File: src/core/plmc_params.svh
// constants for the line mode and loopback control block
`ifndef PLMC_PARAMS_SVH
`define PLMC_PARAMS_SVH
`define PLMC_ADDR_BMC 16'h0000
`define PLMC_ADDR_CR1 16'h0009
`define PLMC_ADDR_STL 16'h0016
`define PLMC_ADDR_PHC 16'h0019
`define PLMC_ADDR_FGC 16'h0465
`define PLMC_BMC_LOOP 14
`define PLMC_BMC_ANEN 12
`define PLMC_CR1_FASTX 6
`define PLMC_PHC_AXEN 15
`define PLMC_PHC_XSEL 14
`define PLMC_FGC_SDPOL 0
`define PLMC_STL_PCSI 0
`define PLMC_STL_PCSO 1
`define PLMC_STL_DIG 2
`define PLMC_STL_ANA 3
`define PLMC_STL_FAR 4
`define PLMC_BMC_RST 16'h0000
`define PLMC_CR1_RST 16'h0000
`define PLMC_STL_RST 16'h0000
`define PLMC_PHC_RST 16'h0000
`define PLMC_FGC_RST 16'h0000
`define PLMC_CLK_MHZ 20
`define PLMC_SQ_NS 50
`define PLMC_SQ_CYC ((`PLMC_SQ_NS * `PLMC_CLK_MHZ + 999) / 1000)
`define PLMC_LP_NS 100
`define PLMC_LP_CYC ((`PLMC_LP_NS * `PLMC_CLK_MHZ) / 1000)
`define PLMC_LPI_MS 16
`define PLMC_LPI_CYC (`PLMC_LPI_MS * `PLMC_CLK_MHZ * 1000)
`define PLMC_JAB_MS 100
`define PLMC_JAB_CYC (`PLMC_JAB_MS * `PLMC_CLK_MHZ * 1000)
`define PLMC_UNJ_MS 500
`define PLMC_UNJ_CYC (`PLMC_UNJ_MS * `PLMC_CLK_MHZ * 1000)
`define PLMC_XOVR_CYC 1024
`define PLMC_XOVR_FAST 128
`define PLMC_SQ_TRANS 5
`define PLMC_POL_CNT 3
`define PLMC_FIFO_DEPTH 4
`endif

File: src/core/plmc_pkg.sv
// types for the line mode and loopback control block
package plmc_pkg;
   typedef enum logic [2:0] {
      SQ_IDLE = 3'b000,
      SQ_FIRST = 3'b001,
      SQ_OPP = 3'b011,
      SQ_VALID = 3'b010
   } plmc_sq_e;
   typedef enum logic [1:0] {
      JB_OK = 2'b00,
      JB_CUT = 2'b01,
      JB_UNJAB = 2'b11
   } plmc_jb_e;
   typedef enum logic [2:0] {
      LB_NONE = 3'b000,
      LB_MII = 3'b001,
      LB_PCSI = 3'b011,
      LB_PCSO = 3'b010,
      LB_DIG = 3'b110,
      LB_ANA = 3'b111,
      LB_FAR = 3'b101
   } plmc_lb_e;
endpackage

File: src/core/plmc_fifo_if.sv
// carrier between producer and fifo for 5b line codes
`timescale 1ns/100ps
interface plmc_fifo_if #(parameter int W = 5);
   logic valid;
   logic ready;
   logic [W-1:0] data;
   modport src (output valid, output data, input ready);
   modport dst (input valid, input data, output ready);
endinterface

File: src/core/plmc_fifo.sv
// small synchronous fifo with valid and ready on both sides
`timescale 1ns/100ps
module plmc_fifo #(
   parameter int W = 5,
   parameter int D = 4
) (
   input wire logic clk, // clock
   input wire logic srst, // synchronous reset
   plmc_fifo_if.dst wr, // filling side
   output logic out_valid, // data available
   input wire logic out_ready, // draining side ready
   output logic [W-1:0] out_data // registered head word
);
   localparam int AW = $clog2(D);
   typedef struct packed {
      logic [D-1:0][W-1:0] mem;
      logic [AW-1:0] wp, rp;
      logic [AW:0] cnt;
      logic [W-1:0] head;
   } plmc_fifo_s;
   plmc_fifo_s s, next_s;
   logic push, pop;

   // pointer step with wrap, depth need not be a power of two
   function automatic logic [AW-1:0] step(input logic [AW-1:0] p);
      return (p == AW'(D-1)) ? '0 : p + 1'b1;
   endfunction

   // full and empty straight from the count
   assign wr.ready = (s.cnt != D[AW:0]);
   assign out_valid = (s.cnt != '0);
   assign push = wr.valid && wr.ready;
   assign pop = out_valid && out_ready;
   assign out_data = s.head;
   // head word kept registered; bypass when empty saves a cycle
   always_comb begin
      next_s = s;
      if (push) begin
         next_s.mem[s.wp] = wr.data;
         next_s.wp = step(s.wp);
      end
      if (pop) begin
         next_s.rp = step(s.rp);
      end
      next_s.cnt = s.cnt + {{AW{1'b0}}, push} - {{AW{1'b0}}, pop};
      if (pop && s.cnt > 1) begin
         next_s.head = s.mem[step(s.rp)];
      end else if (push && (s.cnt == 0 || (pop && s.cnt == 1))) begin
         next_s.head = wr.data;
      end
      if (srst) begin
         next_s = '0;
      end
   end
   always_ff @(posedge clk) begin
      s <= next_s;
   end
endmodule // plmc_fifo

File: src/core/plmc_top.sv
// line mode, 10 Mb/s timing, crossover and loopback control
`timescale 1ns/100ps
`include "plmc_params.svh"
module plmc_top
   import plmc_pkg::*;
#(
   parameter int LPI_CYC = `PLMC_LPI_CYC, // link pulse interval
   parameter int JAB_CYC = `PLMC_JAB_CYC, // jabber limit
   parameter int UNJ_CYC = `PLMC_UNJ_CYC // unjab wait
) (
   input wire logic CLK, // 20 MHz clock
   input wire logic SRST, // sync reset, active high
   input wire logic [1:0] FIBER_MODE_STRAP, // 4-level strap code 0..3
   input wire logic [1:0] CROSSOVER_STRAP, // 4-level strap code 0..3
   input wire logic AUTONEG_STRAP, // negotiation strap
   input wire logic REG_WR, // register write strobe
   input wire logic [15:0] REG_ADDR, // register address
   input wire logic [15:0] REG_WDATA, // write data
   output logic [15:0] REG_RDATA, // read data of REG_ADDR
   input wire logic SPEED_100, // current speed is 100 Mb/s
   input wire logic MAC_TX_EN, // mac transmit enable
   input wire logic [3:0] MAC_TXD, // mac transmit nibble
   output logic MAC_RX_DV, // looped receive valid
   output logic [3:0] MAC_RXD, // looped receive nibble
   output logic [4:0] TX_CODE, // 5b code to serializer
   output logic TX_CODE_VALID, // code strobe
   input wire logic TX_CODE_READY, // serializer takes code
   output logic TX_FULL, // code fifo refuses more
   input wire logic SECOND_LED_PIN_I, // second led pin input
   output logic SECOND_LED_PIN_O, // second led pin output
   output logic SECOND_LED_PIN_OE, // drives second led pin
   output logic SIGNAL_DETECT, // fiber signal present
   input wire logic SQ_POS, // positive squelch crossing
   input wire logic SQ_NEG, // negative squelch crossing
   output logic RX_VALID_10, // 10M receive data valid
   output logic POL_REVERSED, // 10M pair reversed
   output logic LINK_PULSE, // 10M link pulse out
   output logic TX_ALLOWED, // transmitter outputs on
   output logic JABBER, // jabber cut-off active
   output logic BYPASS_SCRAMBLE, // skip scrambler and descrambler
   output logic BYPASS_MLT3, // skip three-level coder
   output logic AN_ENABLE, // negotiation running
   output logic [1:0] AN_ABILITY, // offered: bit1 100TX, bit0 10
   output logic MDI_CROSS, // pair assignment crossover
   output logic XOVR_DONE, // crossover resolved
   output logic [2:0] LOOP_MODE // active loopback point
);
   typedef struct packed {
      logic [15:0] bmc, cr1, stl, phc, fgc;
      logic [1:0] fx_s, sd_s;
      logic started;
      logic [2:0] led_sync, sqp_sync, sqn_sync;
      plmc_sq_e sq;
      logic sq_pol;
      logic [7:0] sq_cnt;
      logic [2:0] trans;
      logic [1:0] pol_cnt;
      logic pol_rev;
      logic [31:0] lp_cnt;
      logic [3:0] lp_w;
      plmc_jb_e jb;
      logic [31:0] jb_cnt;
      logic [10:0] xo_cnt;
      logic xo_sel;
      logic [3:0] rxd;
      logic rxdv;
   } plmc_st_s;
   plmc_st_s r, next_r;
   plmc_fifo_if #(.W(5)) fif ();
   logic fiber_mode_strap, signal_detect_strap, wr_hit_bmc;

   function automatic logic [4:0] enc4b5b(input logic [3:0] n);
      logic [4:0] t [16];
      t = '{5'h1e, 5'h09, 5'h14, 5'h15, 5'h0a, 5'h0b, 5'h0e, 5'h0f,
            5'h12, 5'h13, 5'h16, 5'h17, 5'h1a, 5'h1b, 5'h1c, 5'h1d};
      return t[n];
   endfunction

   function automatic logic [15:0] reg_wr(input logic [15:0] old,
         input logic [15:0] a, input logic [15:0] me);
      return (REG_WR && a == me) ? REG_WDATA : old;
   endfunction

   // fiber mode from strap levels 2 or 3 (codes 1,2); sd strap 3,4
   assign fiber_mode_strap = (r.fx_s == 2'h1) || (r.fx_s == 2'h2);
   assign signal_detect_strap = fiber_mode_strap && (r.sd_s == 2'h2 || r.sd_s == 2'h3);
   assign wr_hit_bmc = REG_WR && REG_ADDR == `PLMC_ADDR_BMC;

   // no nibble is taken while a link pulse holds the line
   assign fif.valid = MAC_TX_EN && r.lp_w == '0;
   assign fif.data = enc4b5b(MAC_TXD);
   assign TX_FULL = !fif.ready;

   plmc_fifo #(.W(5), .D(`PLMC_FIFO_DEPTH)) u_fifo (
      .clk(CLK),
      .srst(SRST),
      .wr(fif),
      .out_valid(TX_CODE_VALID),
      .out_ready(TX_CODE_READY && TX_ALLOWED),
      .out_data(TX_CODE)
   );

   // next state of everything
   always_comb begin
      logic cross_first, cross_opp, any_cross, tx_act;
      cross_first = 1'b0;
      cross_opp = 1'b0;
      any_cross = 1'b0;
      tx_act = 1'b0;
      next_r = r;
      // registers; straps caught one cycle after reset release
      next_r.bmc = reg_wr(r.bmc, REG_ADDR, `PLMC_ADDR_BMC);
      next_r.cr1 = reg_wr(r.cr1, REG_ADDR, `PLMC_ADDR_CR1);
      next_r.stl = reg_wr(r.stl, REG_ADDR, `PLMC_ADDR_STL);
      next_r.phc = reg_wr(r.phc, REG_ADDR, `PLMC_ADDR_PHC);
      next_r.fgc = reg_wr(r.fgc, REG_ADDR, `PLMC_ADDR_FGC);
      if (!r.started) begin
         next_r.started = 1'b1;
         next_r.fx_s = FIBER_MODE_STRAP;
         next_r.sd_s = CROSSOVER_STRAP;
         next_r.bmc[`PLMC_BMC_ANEN] = AUTONEG_STRAP;
         next_r.phc[`PLMC_PHC_AXEN] = CROSSOVER_STRAP[1];
         next_r.phc[`PLMC_PHC_XSEL] = CROSSOVER_STRAP[0];
      end
      // one loopback: a new selftest write clears mii loop, and back
      if (REG_WR && REG_ADDR == `PLMC_ADDR_STL && REG_WDATA[4:0] != 0)
      begin
         next_r.bmc[`PLMC_BMC_LOOP] = 1'b0;
      end
      if (wr_hit_bmc && REG_WDATA[`PLMC_BMC_LOOP]) begin
         next_r.stl[4:0] = 5'h00;
      end
      // synchronisers; stage 0 read only by stage 1
      next_r.led_sync = {r.led_sync[1:0], SECOND_LED_PIN_I};
      next_r.sqp_sync = {r.sqp_sync[1:0], SQ_POS};
      next_r.sqn_sync = {r.sqn_sync[1:0], SQ_NEG};
      // squelch qualification, polarity-aware
      cross_first = r.sq_pol ? r.sqn_sync[1] : r.sqp_sync[1];
      cross_opp = r.sq_pol ? r.sqp_sync[1] : r.sqn_sync[1];
      any_cross = (r.sqp_sync[1] && !r.sqp_sync[2]) ||
                  (r.sqn_sync[1] && !r.sqn_sync[2]);
      tx_act = MAC_TX_EN && TX_ALLOWED;
      // spacing timer between crossings runs down to zero
      if (r.sq_cnt != 8'h00) begin
         next_r.sq_cnt = r.sq_cnt - 8'h01;
      end
      unique case (r.sq)
         SQ_IDLE: begin
            next_r.trans = 3'h0;
            if (cross_first) begin
               next_r.sq = SQ_FIRST;
               next_r.sq_cnt = 8'(`PLMC_SQ_CYC);
            end else if (cross_opp) begin
               // first pulse of wrong sign counts toward reversal
               next_r.pol_cnt = r.pol_cnt + 2'h1;
            end
         end
         SQ_FIRST: begin
            if (cross_opp && r.sq_cnt == 0) begin
               next_r.sq = SQ_OPP;
               next_r.sq_cnt = 8'(`PLMC_SQ_CYC);
            end else if (cross_opp) begin
               next_r.sq = SQ_IDLE; // too early, reject
            end
         end
         SQ_OPP: begin
            if (cross_first && r.sq_cnt == 0) begin
               next_r.sq = SQ_VALID;
            end else if (cross_first) begin
               next_r.sq = SQ_IDLE;
            end
         end
         SQ_VALID: begin
            if (tx_act && any_cross) begin
               next_r.trans = r.trans + 3'h1;
            end
            if (!r.sqp_sync[1] && !r.sqn_sync[1] && !any_cross) begin
               next_r.sq = SQ_IDLE;
            end
            if (tx_act && r.trans == 3'(`PLMC_SQ_TRANS - 1) && any_cross)
            begin
               next_r.sq = SQ_IDLE;
            end
         end
         default: next_r.sq = SQ_IDLE;
      endcase
      if (r.pol_cnt == 2'(`PLMC_POL_CNT)) begin
         next_r.sq_pol = !r.sq_pol;
         next_r.pol_cnt = 2'h0;
      end
      if (r.sq == SQ_VALID) begin
         next_r.pol_cnt = 2'h0;
      end
      // squelch only matters at 10 Mb/s
      if (SPEED_100) begin
         next_r.sq = SQ_IDLE;
      end
      // link pulses while idle at 10M
      if (r.lp_w != 4'h0) begin
         next_r.lp_w = r.lp_w - 4'h1;
      end
      if (SPEED_100 || MAC_TX_EN || fiber_mode_strap) begin
         next_r.lp_cnt = 32'h0;
      end else if (r.lp_cnt == 32'(LPI_CYC - 1)) begin
         next_r.lp_cnt = 32'h0;
         next_r.lp_w = 4'(`PLMC_LP_CYC);
      end else begin
         next_r.lp_cnt = r.lp_cnt + 32'h1;
      end
      // jabber, 10M only
      unique case (r.jb)
         JB_OK: begin
            next_r.jb_cnt = MAC_TX_EN ? r.jb_cnt + 32'h1 : 32'h0;
            if (MAC_TX_EN && r.jb_cnt == 32'(JAB_CYC - 1)) begin
               next_r.jb = JB_CUT;
               next_r.jb_cnt = 32'h0;
            end
         end
         JB_CUT: begin
            if (!MAC_TX_EN) begin
               next_r.jb = JB_UNJAB;
            end
         end
         JB_UNJAB: begin
            next_r.jb_cnt = r.jb_cnt + 32'h1;
            if (MAC_TX_EN) begin
               next_r.jb = JB_CUT;
               next_r.jb_cnt = 32'h0;
            end else if (r.jb_cnt == 32'(UNJ_CYC - 1)) begin
               next_r.jb = JB_OK;
               next_r.jb_cnt = 32'h0;
            end
         end
         default: next_r.jb = JB_OK;
      endcase
      if (SPEED_100) begin
         next_r.jb = JB_OK;
         next_r.jb_cnt = 32'h0;
      end
      // crossover: sweep alternates pairs every 256 cycles (not in fast mode) until XOVR_DONE
      if (!r.phc[`PLMC_PHC_AXEN] || fiber_mode_strap) begin
         next_r.xo_sel = r.phc[`PLMC_PHC_XSEL];
         next_r.xo_cnt = 11'h0;
      end else if (!XOVR_DONE) begin
         next_r.xo_cnt = r.xo_cnt + 11'h1;
         if (r.xo_cnt[7:0] == 8'hff && !r.cr1[`PLMC_CR1_FASTX]) begin
            next_r.xo_sel = !r.xo_sel;
         end
      end
      // mii loop: nibble returned one cycle later
      next_r.rxdv = LOOP_MODE == LB_MII && MAC_TX_EN;
      next_r.rxd = next_r.rxdv ? MAC_TXD : 4'h0;
      if (SRST) begin
         next_r = '0;
         next_r.bmc = `PLMC_BMC_RST;
         next_r.cr1 = `PLMC_CR1_RST;
         next_r.stl = `PLMC_STL_RST;
         next_r.phc = `PLMC_PHC_RST;
         next_r.fgc = `PLMC_FGC_RST;
         next_r.sq = SQ_IDLE;
         next_r.jb = JB_OK;
      end
   end

   always_ff @(posedge CLK) begin
      r <= next_r;
   end

   // read mux; unmapped addresses read zero
   always_comb begin
      unique case (REG_ADDR)
         `PLMC_ADDR_BMC: REG_RDATA = r.bmc;
         `PLMC_ADDR_CR1: REG_RDATA = r.cr1;
         `PLMC_ADDR_STL: REG_RDATA = r.stl;
         `PLMC_ADDR_PHC: REG_RDATA = r.phc;
         `PLMC_ADDR_FGC: REG_RDATA = r.fgc;
         default: REG_RDATA = 16'h0000;
      endcase
   end

   // loopback priority picks one point even if several bits set
   always_comb begin
      LOOP_MODE = LB_NONE;
      if (r.bmc[`PLMC_BMC_LOOP]) begin
         LOOP_MODE = LB_MII;
      end else if (r.stl[`PLMC_STL_PCSI]) begin
         LOOP_MODE = LB_PCSI;
      end else if (r.stl[`PLMC_STL_PCSO]) begin
         LOOP_MODE = LB_PCSO;
      end else if (r.stl[`PLMC_STL_DIG]) begin
         LOOP_MODE = LB_DIG;
      end else if (r.stl[`PLMC_STL_ANA] && !fiber_mode_strap) begin
         LOOP_MODE = LB_ANA;
      end else if (r.stl[`PLMC_STL_FAR]) begin
         LOOP_MODE = LB_FAR;
      end
   end

   // line-side outputs
   assign BYPASS_SCRAMBLE = fiber_mode_strap;
   assign BYPASS_MLT3 = fiber_mode_strap;
   assign SECOND_LED_PIN_O = 1'b0;
   assign SECOND_LED_PIN_OE = !signal_detect_strap;
   assign SIGNAL_DETECT = signal_detect_strap &&
      (r.led_sync[1] ^ r.fgc[`PLMC_FGC_SDPOL]);
   assign RX_VALID_10 = r.sq == SQ_VALID;
   assign POL_REVERSED = r.sq_pol;
   assign LINK_PULSE = r.lp_w != 4'h0;
   assign JABBER = r.jb != JB_OK;
   assign TX_ALLOWED = r.jb == JB_OK;
   assign AN_ENABLE = r.bmc[`PLMC_BMC_ANEN] && !fiber_mode_strap;
   assign AN_ABILITY = fiber_mode_strap ? 2'b00 : 2'b11;
   // forced pairing follows the register at once, no one-cycle lag
   assign MDI_CROSS = (!r.phc[`PLMC_PHC_AXEN] || fiber_mode_strap) ?
      r.phc[`PLMC_PHC_XSEL] : r.xo_sel;
   assign XOVR_DONE = !r.phc[`PLMC_PHC_AXEN] || fiber_mode_strap ||
      (r.xo_cnt >= (r.cr1[`PLMC_CR1_FASTX] ? 11'(`PLMC_XOVR_FAST)
                                           : 11'(`PLMC_XOVR_CYC)));
   assign MAC_RX_DV = r.rxdv;
   assign MAC_RXD = r.rxd;
endmodule // plmc_top

File: config.mk
export PLATFORM = sky130hd
export DESIGN_NAME = plmc_top
export DESIGN_NICKNAME = d
export VERILOG_FILES = /design/src/core/plmc_pkg.sv /design/src/core/plmc_fifo_if.sv /design/src/core/plmc_fifo.sv /design/src/core/plmc_top.sv
export VERILOG_INCLUDE_DIRS = /design/src /design/src/core
export SDC_FILE = /design/constraint.sdc
export NUM_CORES = 1
export LEC_CHECK = 0
export ABC_AREA = 1
export BUFFER_PORTS_ARGS = -buffer_cell sky130_fd_sc_hd__buf_2
export CAP_MARGIN = 15
export CORE_ASPECT_RATIO = 0.7
export CORE_MARGIN = 3
export CORE_UTILIZATION = 65
export DETAILED_ROUTE_END_ITERATION = 10
export PLACE_DENSITY = 0.86
export REMOVE_ABC_BUFFERS = 1
export SLEW_MARGIN = 20
export SYNTH_ARGS = -nofsm -noshare
export SYNTH_HDL_FRONTEND = slang
export SYNTH_SLANG_ARGS = --single-unit
File: constraint.sdc
create_clock -name CLK -period 3.7 [get_ports CLK]
set_input_delay 0.37 -clock CLK [delete_from_list [all_inputs] [get_ports CLK]]
set_output_delay 0.37 -clock CLK [all_outputs]
set_load 0.01 [all_outputs]
* Word-level counts from Yosys, hierarchy flattened
Memories as Yosys holds them, arrays and structs flattened.
Cells that the tools add are included.
Widths: inputs -> output; s select.
** Word-level totals
- Register bits after elaboration :: 229
- ROM bits :: 80
- Input bits :: 50
- Logic and storage cells :: 226
- Memories :: 1
** Operators by class
- Add/subtract/negate cells :: 11
- Order comparisons :: 6
- Equal/unequal tests :: 35
- Multiplexer cells :: 54
- Bitwise gates (word level) :: 4
- Reductions and logical operators :: 79
** Memory list
- (name not given) :: depth 16, bits a word 5, read ports 1, clocked after Yosys merged registers in 0, wr ports 0, RTL line plmc_top.sv:76 : return t[n];
** Operators with widths (count)
- $mux 34 :: 3
- $pmux 16 s5 :: 1
- $add 32x1->32 const B :: 2
- $pmux 32 s2 :: 1
- $mux 3 :: 14
- $eq 16x5->1 const B :: 2
- $eq 32x19->1 const B :: 1
- $eq 32x21->1 const B :: 1
- $eq 32x24->1 const B :: 1
- $logic_and 1x1->1 :: 32
- $mux 32 :: 1
- $mux 5 :: 6
- $mux 8 :: 3
- $bwmux 20 :: 1
- $eq 16x11->1 const B :: 1
- $eq 16x4->1 const B :: 1
- $logic_not 16->1 :: 1
- $mux 16 :: 1
- $pmux 8 s2 :: 1
- $eq 2x2->1 const B :: 7
- $mux 13 :: 1
- $logic_not 1->1 :: 12
- $mux 4 :: 3
- $ne 3x3->1 const B :: 4
- 46 further kinds :: 88

* Depth between registers and ports, before layout
Gate-level depths: netlist of run 1.
- Word-level depth :: 13
- Depth in mapped cells :: 12

* Modules after synthesis
Synthesis of run 1 repeated with hierarchy kept, for this count alone.
** Second synthesis, totals
- Cells, all modules :: 1685
- Area, all modules :: 11614.9 µm²
** By module, submodules not included
- plmc_top :: times used 1, cells each 1458, area each 9955.8 µm², sequential area each 3903.7 µm²
- plmc_fifo :: times used 1, cells each 227, area each 1659.1 µm², sequential area each 640.6 µm²

* Worst setup path before layout of run 1
OpenSTA, ideal clock, no wires.
- Path type :: flip-flop to flip-flop
- From :: register r[49] (netlist bit)
- To :: register u_fifo.s[7] (netlist bit)
- Setup time :: 0.128 ns
- Data arrival time :: 2.020 ns
- Data required time :: 3.572 ns
- Setup slack :: 1.552 ns
- Stages on the path, launching flop included :: 13
- Path buffers :: 0
- Clock period less this slack :: 2.148 ns
- Cells stage by stage :: dfxtp_1 -> inv_1 -> ha_1 -> nand2_1 -> inv_1 -> nand2_1 -> inv_1 -> ha_1 -> inv_1 -> ha_1 -> fa_1 -> xor2_1 -> nor2_1
** Between the ends
- Longest elaborated chain between the ends :: 4
** RTL lines
- start, declared :: RTL line plmc_top.sv:68 : plmc_st_s r, next_r;
- start signal, assigned :: RTL line plmc_top.sv:266 : r <= next_r;
- $logic_not 2->1 :: RTL line plmc_top.sv:310 : assign TX_ALLOWED = r.jb == JB_OK;
- net TX_ALLOWED :: RTL line plmc_top.sv:38 : output logic TX_ALLOWED,
- $logic_and 1x1->1 :: RTL line plmc_top.sv:99 : .out_ready(TX_CODE_READY && TX_ALLOWED),
- $logic_and 1x1->1 :: RTL line plmc_fifo.sv:33 : assign pop = out_valid && out_ready;
- net u_fifo.pop :: RTL line plmc_fifo.sv:22 : logic push, pop;
- $sub 3x1->3 :: RTL line plmc_fifo.sv:45 : next_s.cnt = s.cnt + {{AW{1'b0}}, push} - {{AW{1'b0}}, pop};
- end signal, assigned :: RTL line plmc_fifo.sv:56 : s <= next_s;
- end, declared :: RTL line plmc_fifo.sv:21 : plmc_fifo_s s, next_s;
The timed path passes the listed nets, and every way through them passes these cells.
A chain may end at the register's enable or synchronous reset.

* Worst setup path after layout of run 1
- From :: register r[49] (netlist bit)
- To :: register r[33] (netlist bit)
** Between the ends
- Longest elaborated chain between the ends :: 2
- Elaborated cells between the ends (all ways) :: 4
- Classes of those cells :: eq/ne: 1; mux: 1; reduce/logical: 2
** RTL lines
- $eq 2x2->1 or $logic_not 2->1 (tied branches) :: RTL line plmc_top.sv:211 : unique case (r.jb)
- $pmux 32 s2 or $reduce_bool 2->1 (tied branches)
Parallel ways exist; a longest one is shown, timed or not.

==> flow_metrics.env, run 1 <==
export IMPL_status="completed"
export IMPL_tritoncts="built"
export IMPL_drive_gt1_frac=0.107
export IMPL_p_int_mw=4.54
export IMPL_rsz0062_at_grt="no"
export IMPL_clk_path_buf_depth=3
export IMPL_dp_cells=1917
export IMPL_path_class="flip-flop to flip-flop"
export IMPL_dieArea_um2=19300
export IMPL_worstSetupEndpointType="flip-flop"
export IMPL_fmax_mhz=359
export IMPL_place_hpwl_um=20700
export IMPL_hold_class="input port to flip-flop"
export IMPL_die_y_um=117
export IMPL_portBuffers=94
export IMPL_initial_core_util=0.681
export IMPL_first_pass_iters=6
export IMPL_slew_headroom=0.394
export IMPL_reg2reg_from="r[49]$_SDFFE_PP0P_"
export IMPL_fp_dieW_um=165
export IMPL_crit_family="buffers and inverters"
export IMPL_max_cap_viol_count=0
export IMPL_path_clk_slew_ns=0.07
export IMPL_coreArea_um2=16800
export IMPL_total_power_mw=6.25
export IMPL_combPwrFrac=0.159
export IMPL_cp_common_cell="inv_1"
export IMPL_grt_pass1_vias=10200
export IMPL_critPathLaunch="r[49]$_SDFFE_PP0P_"
export IMPL_p_per_area_nw_per_um2=489
export IMPL_area_delta_synth_final_pct=11.6
export IMPL_synth_edf_count=0
export IMPL_finalNonFillerCells=1957
export IMPL_drc=0
export IMPL_cts_resized=0
export IMPL_arrival_ns=3.24
export IMPL_ir_drop_mv=0.489
export IMPL_hold_buffers=0
export IMPL_viasPerCell=5.69
export IMPL_io_pins=96
export IMPL_synth_seq_cells=227
export IMPL_grt_pass1_wl_um=48400
export IMPL_synthCells=1649
export IMPL_worstPathMaxFanout=24
export IMPL_fin_crit_ns=2.79
export IMPL_switching_share=0.274
export IMPL_synthesis_area_um2=11400
export IMPL_antenna_left=0
export IMPL_cts_sinks=227
export IMPL_nets=1793
export IMPL_cts_buffers=22
export IMPL_htreeDepth=1
export IMPL_track_usage=0.303
export IMPL_start_kind="flip-flop"
export IMPL_tightestPinTransition_ns=0.907
export IMPL_crit_required_ns=4.15
export IMPL_yosys_cell_types_count=46
export IMPL_finalHoldViolCount=0
export IMPL_regArea_um2=4540
export IMPL_switching_power_mw=1.71
export IMPL_vias=11100
export IMPL_period_share=0.753
export IMPL_async_reset_ff_frac=0
export IMPL_avgSynthCellArea_um2=6.94
export IMPL_drv_slew=0
export IMPL_nFillCells=1273
export IMPL_route_final_wire_length_um=29800
export IMPL_skew_ns=0.0117
export IMPL_cts_root_buffer="clkbuf_16"
export IMPL_cp_cell_sequence="inv_1, ha_1, inv_1, nand2_1, nor3_1, nand2_1, o21ai_0, nand4_1, inv_1"
export IMPL_overflow=0
export IMPL_worstPathBufferInverterCount=3
export IMPL_slowest_stage="inv_1"
export IMPL_leakagePower_nw=5.30
export IMPL_clkPwrFrac=0.412
export IMPL_yosysSeqAreaShare=0.397
export IMPL_drt_first_iter_violations=1411
export IMPL_post_cts_setup_buffers=0
export IMPL_hold_ws_ns=0.0700
export IMPL_place_congestion=0.993
export IMPL_clock_latency_ns=0.51
export IMPL_utilization=0.761
export IMPL_grt_max_degree=57
export IMPL_fin_tns_setup_ns=0
export IMPL_synthFlopType="dfxtp_1"
export IMPL_hp_start="SQ_POS"
export IMPL_fp_row_count=39
export IMPL_setup_viol=0
export IMPL_multi_input_area_um2=5600
export IMPL_pwr_share_seq=0.429
export IMPL_ys_warn_count=0
export IMPL_drt_wirelength_per_cell_um=15.2
export IMPL_crit_path_max_incr_delay_ns=0.64
export IMPL_antenna_found_initial=1
[metal layers]
layer / vias to the layer above / share of wire / global-route usage
met1: 5049 / 0.45 / 0.434
li1: 5473 / - / -
met5: - / 0 / 0
met2: 538 / 0.43 / 0.471
met4: 0 / 0.026 / 0.0883
met3: 78 / 0.095 / 0.0549
[sequential cells by signal, indices dropped and copies added, names as in the netlist]
register / cells
u_fifo.s: 27
MAC_RXD: 4
u_fifo.out_data: 5
MAC_RX_DV: 1
r: 189
POL_REVERSED: 1
[power by group through the flow]
stage | logic [mW] | clock network [mW] | registers (mW)
after floorplan | 0.688 | 0 | 2.72
after detailed placement | 0.961 | 0 | 2.73
after global placement | 0.922 | 0 | 2.73
after CTS | 0.979 | 2.58 | 2.68
after global routing | 1.12 | 2.68 | 2.70
final | 0.992 | 2.57 | 2.68
[per-stage QoR]
step                      worst slack, ns  cell area [um^2]
after detailed placement            0.973             11900
after CTS                           0.938             12800
after global placement               1.13             11900
after floorplan                      1.51             11100
after global routing                0.578             12800
final                               0.915             12800
[placed cells by master (no fill, tap or decap), drive strengths merged]
cell / synthesis / final
nand2: 285 / 285
buf: 32 / 103
o211ai: 2 / 2
and2: 1 / 1
nand3: 141 / 141
conb: 1 / 1
dfxtp: 227 / 227
o2111ai: 1 / 1
diode: 0 / 1
nand3b: 1 / 1
o31ai: 1 / 1
nor4: 11 / 11
a41oi: 1 / 1
a21o: 1 / 1
a211oi: 1 / 1
o21ai: 126 / 126
o22ai: 17 / 17
a31oi: 4 / 4
clkinv: 0 / 2
nor3: 52 / 52
inv: 259 / 260
clkinvlp: 0 / 3
nor2: 186 / 186
or2: 8 / 8
ha: 26 / 26
xnor2: 10 / 10
a21oi: 157 / 157
xor2: 30 / 30
clkbuf: 28 / 27
nor3b: 2 / 2
nand4: 37 / 37
bufinv: 0 / 6
fa: 1 / 1
[tightest hold or removal path: cells and delay by family]
kind | cells | cell delay [ns]
buf+inv | 2 | 0.10
simple gates | 1 | 0.07
[logic make-up (layout without fill, tap and decap cells)]
family,after synthesis,count (layout),share of synthesized area
XOR/XNOR,40,40,0.0306
adder cells (fa/ha/maj),27,27,0.0302
AO/OA/AOI/OAI,311,311,0.142
flip-flops,227,227,0.397
other,1,2,0.000328
AND/OR/NAND/NOR,724,724,0.286
buffers and inverters,319,401,0.114
[area by class of cell]
type                    instances  share of cell area
clock inverters                12              0.0173
diodes                          1            0.000196
inverters                     259              0.0761
repair buffers                103              0.0421
clock buffers                  27              0.0478
well taps                     225              0.0221
flip-flops and latches        227               0.356
multi-input cells            1103               0.438
[worst paths after layout]
check | to | slack (ns) | cells after the start
setup reg to reg | r[33]$_SDFFE_PP0P_ | 0.91 | 9
setup / recovery | r[33]$_SDFFE_PP0P_ | 0.91 | 9
hold reg to reg | r[106]$_SDFF_PP0_ | 0.42 | 2
hold / removal | r[108]$_SDFF_PP0_ | 0.07 | 3
[Yosys cell counts (2+ instances only)]
cell        n  area [um^2]
o21ai_0   104          521
ha_1       26          325
nand2_2     4         25.0
xor2_1     30          263
dfxtp_1   227         4540
nand2_1   279         1050
o21ai_1    22          110
or2_2       8         50.1
a21oi_2     7         61.3
nor2_4      2         22.5
inv_1     254          953
nor3_2      2         20.0
nor3_1     49          245
a31oi_1     4         25.0
nand3_1   137          686
nor4_1      9         56.3
o211ai_1    2         15.0
buf_4      15          113
o22ai_1    17          106
nand4_1    37          231
nand2_4     2         22.5
inv_2       5         18.8
a21oi_1   150          751
buf_2      12         60.1
nor4_4      2         42.5
clkbuf_1   28          105
nor2_1    177          664
nand3_2     3         30.0
buf_6       4         45.0
nor2_2      6         37.5
xnor2_1    10         87.6
(Power assumes the default switching activity.)
==> run 2, diff against run 1 <==
ABC_AREA = 0   (was 1)
CORE_UTILIZATION = 59   (was 65)
PLACE_DENSITY = 0.79   (was 0.86)
clock period = 2.8 ns   (was 3.7 ns; I/O delays follow)
==> flow_metrics.env, run 2 <==
export IMPL_rrSetupSlack_ns=0.35
export IMPL_crit_path_max_incr_delay_ns=0.53
export IMPL_rsz0062_at_grt="no"
export IMPL_arrival_ns=2.24
export IMPL_track_usage=0.248
export IMPL_antenna_left=0
export IMPL_slowest_stage="o41ai_1"
export IMPL_synth_area_leaders="dfxtp_1 44%, nand2_1 8.3%, nor2_1 5.7%, a21oi_1 5.7%, xor2_1 3.6%"
export IMPL_dpl_cell_area_um2=11000
export IMPL_nets=1389
export IMPL_largest_register="r"
export IMPL_p_per_area_nw_per_um2=662
export IMPL_utilization=0.701
export IMPL_grt_max_degree=137
export IMPL_drt_wirelength_per_cell_um=15.6
export IMPL_synthCells=1237
export IMPL_setup_viol=0
export IMPL_finalHoldViolCount=0
export IMPL_synthesis_area_um2=10400
export IMPL_worstPathMaxFanout=11
export IMPL_yosysSeqAreaShare=0.437
export IMPL_crit_required_ns=2.52
export IMPL_tritoncts="built"
export IMPL_area_delta_synth_final_pct=13.3
export IMPL_slew_headroom=0.509
export IMPL_worstSetupEndpointType="output pin"
export IMPL_cp_common_cell="inv_1"
export IMPL_route_final_wire_length_um=24200
export IMPL_n_antenna_cell=0
export IMPL_largest_register_ffs=189
export IMPL_clock_latency_ns=0.50
export IMPL_grt_pass1_wl_um=39900
export IMPL_nFillCells=1365
export IMPL_initial_core_util=0.619
export IMPL_hold_class="input port to flip-flop"
export IMPL_drt_first_iter_violations=816
export IMPL_synth_edf_count=0
export IMPL_vias=8804
export IMPL_grt_pass1_vias=8227
export IMPL_crit_family="compound AO/OA/AOI/OAI gates"
export IMPL_first_pass_iters=6
export IMPL_ys_warn_count=0
export IMPL_leakagePower_nw=4.40
export IMPL_hold_ws_ns=0.0126
export IMPL_clk_path_buf_depth=3
export IMPL_post_cts_setup_buffers=0
export IMPL_io_pins=96
export IMPL_tightestPinTransition_ns=0.734
export IMPL_fp_row_count=39
export IMPL_fin_area_um2=11800
export IMPL_max_cap_viol_count=0
export IMPL_avgSynthCellArea_um2=8.40
export IMPL_path_clk_slew_ns=0.06
export IMPL_final_common_cell="nand2_1"
export IMPL_period_share=0.902
export IMPL_htreeDepth=1
export IMPL_netlist_top_cells_count="231 x nand2_1, 227 x dfxtp_1, 159 x nor2_1, 119 x a21oi_1"
export IMPL_fmax_mhz=396
export IMPL_synth_top_area_frac=0.437
export IMPL_antenna_found_initial=1
export IMPL_synthFlopType="dfxtp_1"
export IMPL_worstPathBufferInverterCount=3
export IMPL_fp_dieW_um=165
export IMPL_place_congestion=0.865
export IMPL_portBuffers=94
export IMPL_ir_drop_mv=0.412
export IMPL_synth_area_leader_cell="dfxtp_1"
export IMPL_cts_sinks=227
export IMPL_drive_gt1_frac=0.140
export IMPL_path_class="flip-flop to output pin"
export IMPL_total_power_mw=7.79
export IMPL_async_reset_ff_frac=0
export IMPL_viasPerCell=5.67
export IMPL_dieArea_um2=19300
export IMPL_yosys_cell_types_count=72
export IMPL_status="completed"
export IMPL_drv_slew=0
export IMPL_coreArea_um2=16800
export IMPL_drc=0
export IMPL_layout_common_cells="231 x nand2_1, 227 x dfxtp_1, 159 x nor2_1"
export IMPL_cts_root_buffer="clkbuf_16"
export IMPL_place_hpwl_um=16300
export IMPL_overflow=0
export IMPL_synth_seq_cells=227
export IMPL_skew_ns=0.0119
export IMPL_fin_tns_setup_ns=0
export IMPL_die_y_um=117
export IMPL_cp_cell_sequence="inv_1, ha_1, nand2_1, o41ai_1, a21oi_2, inv_1, buf_2"
export IMPL_cts_buffers=22
export IMPL_start_kind="flip-flop"
export IMPL_post_synth_top_count_cell="nand2_1"
export IMPL_fin_crit_ns=2.52
run 2: cell types whose count changed after synthesis, moves of 18 or more:
cell     delta
nor2_1     -18
nand2_1    -48
nand3_1    -94
inv_1     -219
nor3_1     -29
xnor2_1    +24
o21ai_0    -96
a21oi_1    -31
o21ai_1    -22
run 2: final cells by class:
type,instances,area (um^2),area share
clock buffers,32,659,0.0560
clock inverters,7,87.6,0.00744
inverters,35,131,0.0112
multi-input cells,908,5380,0.457
flip-flops and latches,227,4540,0.386
well taps,225,282,0.0239
repair buffers,118,686,0.0583
run 2: cells by family after synthesis:
family	after synthesis	share of synthesized area
DFF	227	0.437
xor gates and xnor gates	78	0.0665
muxes	18	0.0236
AOI/OAI and AO/OA	193	0.119
buffers and inverters	102	0.0452
other	1	0.000361
and+or+nand+nor	591	0.275
adders and majority gates	27	0.0332
run 2: worst reg2reg max path: cells and delay by family (launching register included):
kind          cells  cell delay, ns
fa+ha+maj         1            0.24
flops             1            0.37
simple gates      6            1.73
run 2: report_power, final:
group / internal [mW] / leakage, nW / switching (mW)
Sequential: 3.40 / 1.84 / 0.141
Combinational: 0.518 / 2.19 / 0.692
Clock: 1.82 / 0.368 / 1.22
run 2: path summary, 6_finish.rpt:
check | from | endpoint | cells past startpoint
worst max-delay path | r[13]$_SDFFE_PP0N_ | XOVR_DONE | 7
worst max register to register | r[55]$_SDFF_PP0_ | r[53]$_SDFF_PP0_ | 7
worst min-delay path | FIBER_MODE_STRAP[0] | r[117]$_SDFFE_PP0N_ | 3
worst min register to register | r[111]$_SDFF_PP0_ | r[112]$_SDFF_PP0_ | 1
run 2: what timing repair did:
action	4_1_cts	5_1_grt
hold buffers	3	0
gates resized for setup	0	1
endpoints found under the hold margin	3	0
endpoints found under the setup margin	0	1
run 2: metrics by stage:
stage | setup WS [ns] | instances
floorplan | 0.582 | 1170
global placement | 0.486 | 1510
detailed placement | 0.421 | 1510
CTS | 0.159 | 1552
global route | 0.0635 | 1552
finish | 0.276 | 1552
run 2: metal layers:
metal | vias up | GRT usage | routed length, um | part of all wire
met2 | 290 | 0.394 | 10500 | 0.43
met3 | 48 | 0.0447 | 1740 | 0.072
met1 | 4081 | 0.354 | 11400 | 0.47
met4 | 2 | 0.0637 | 503 | 0.021
li1 | 4383 | - | - | -
met5 | - | 0 | 13 | 0.00054
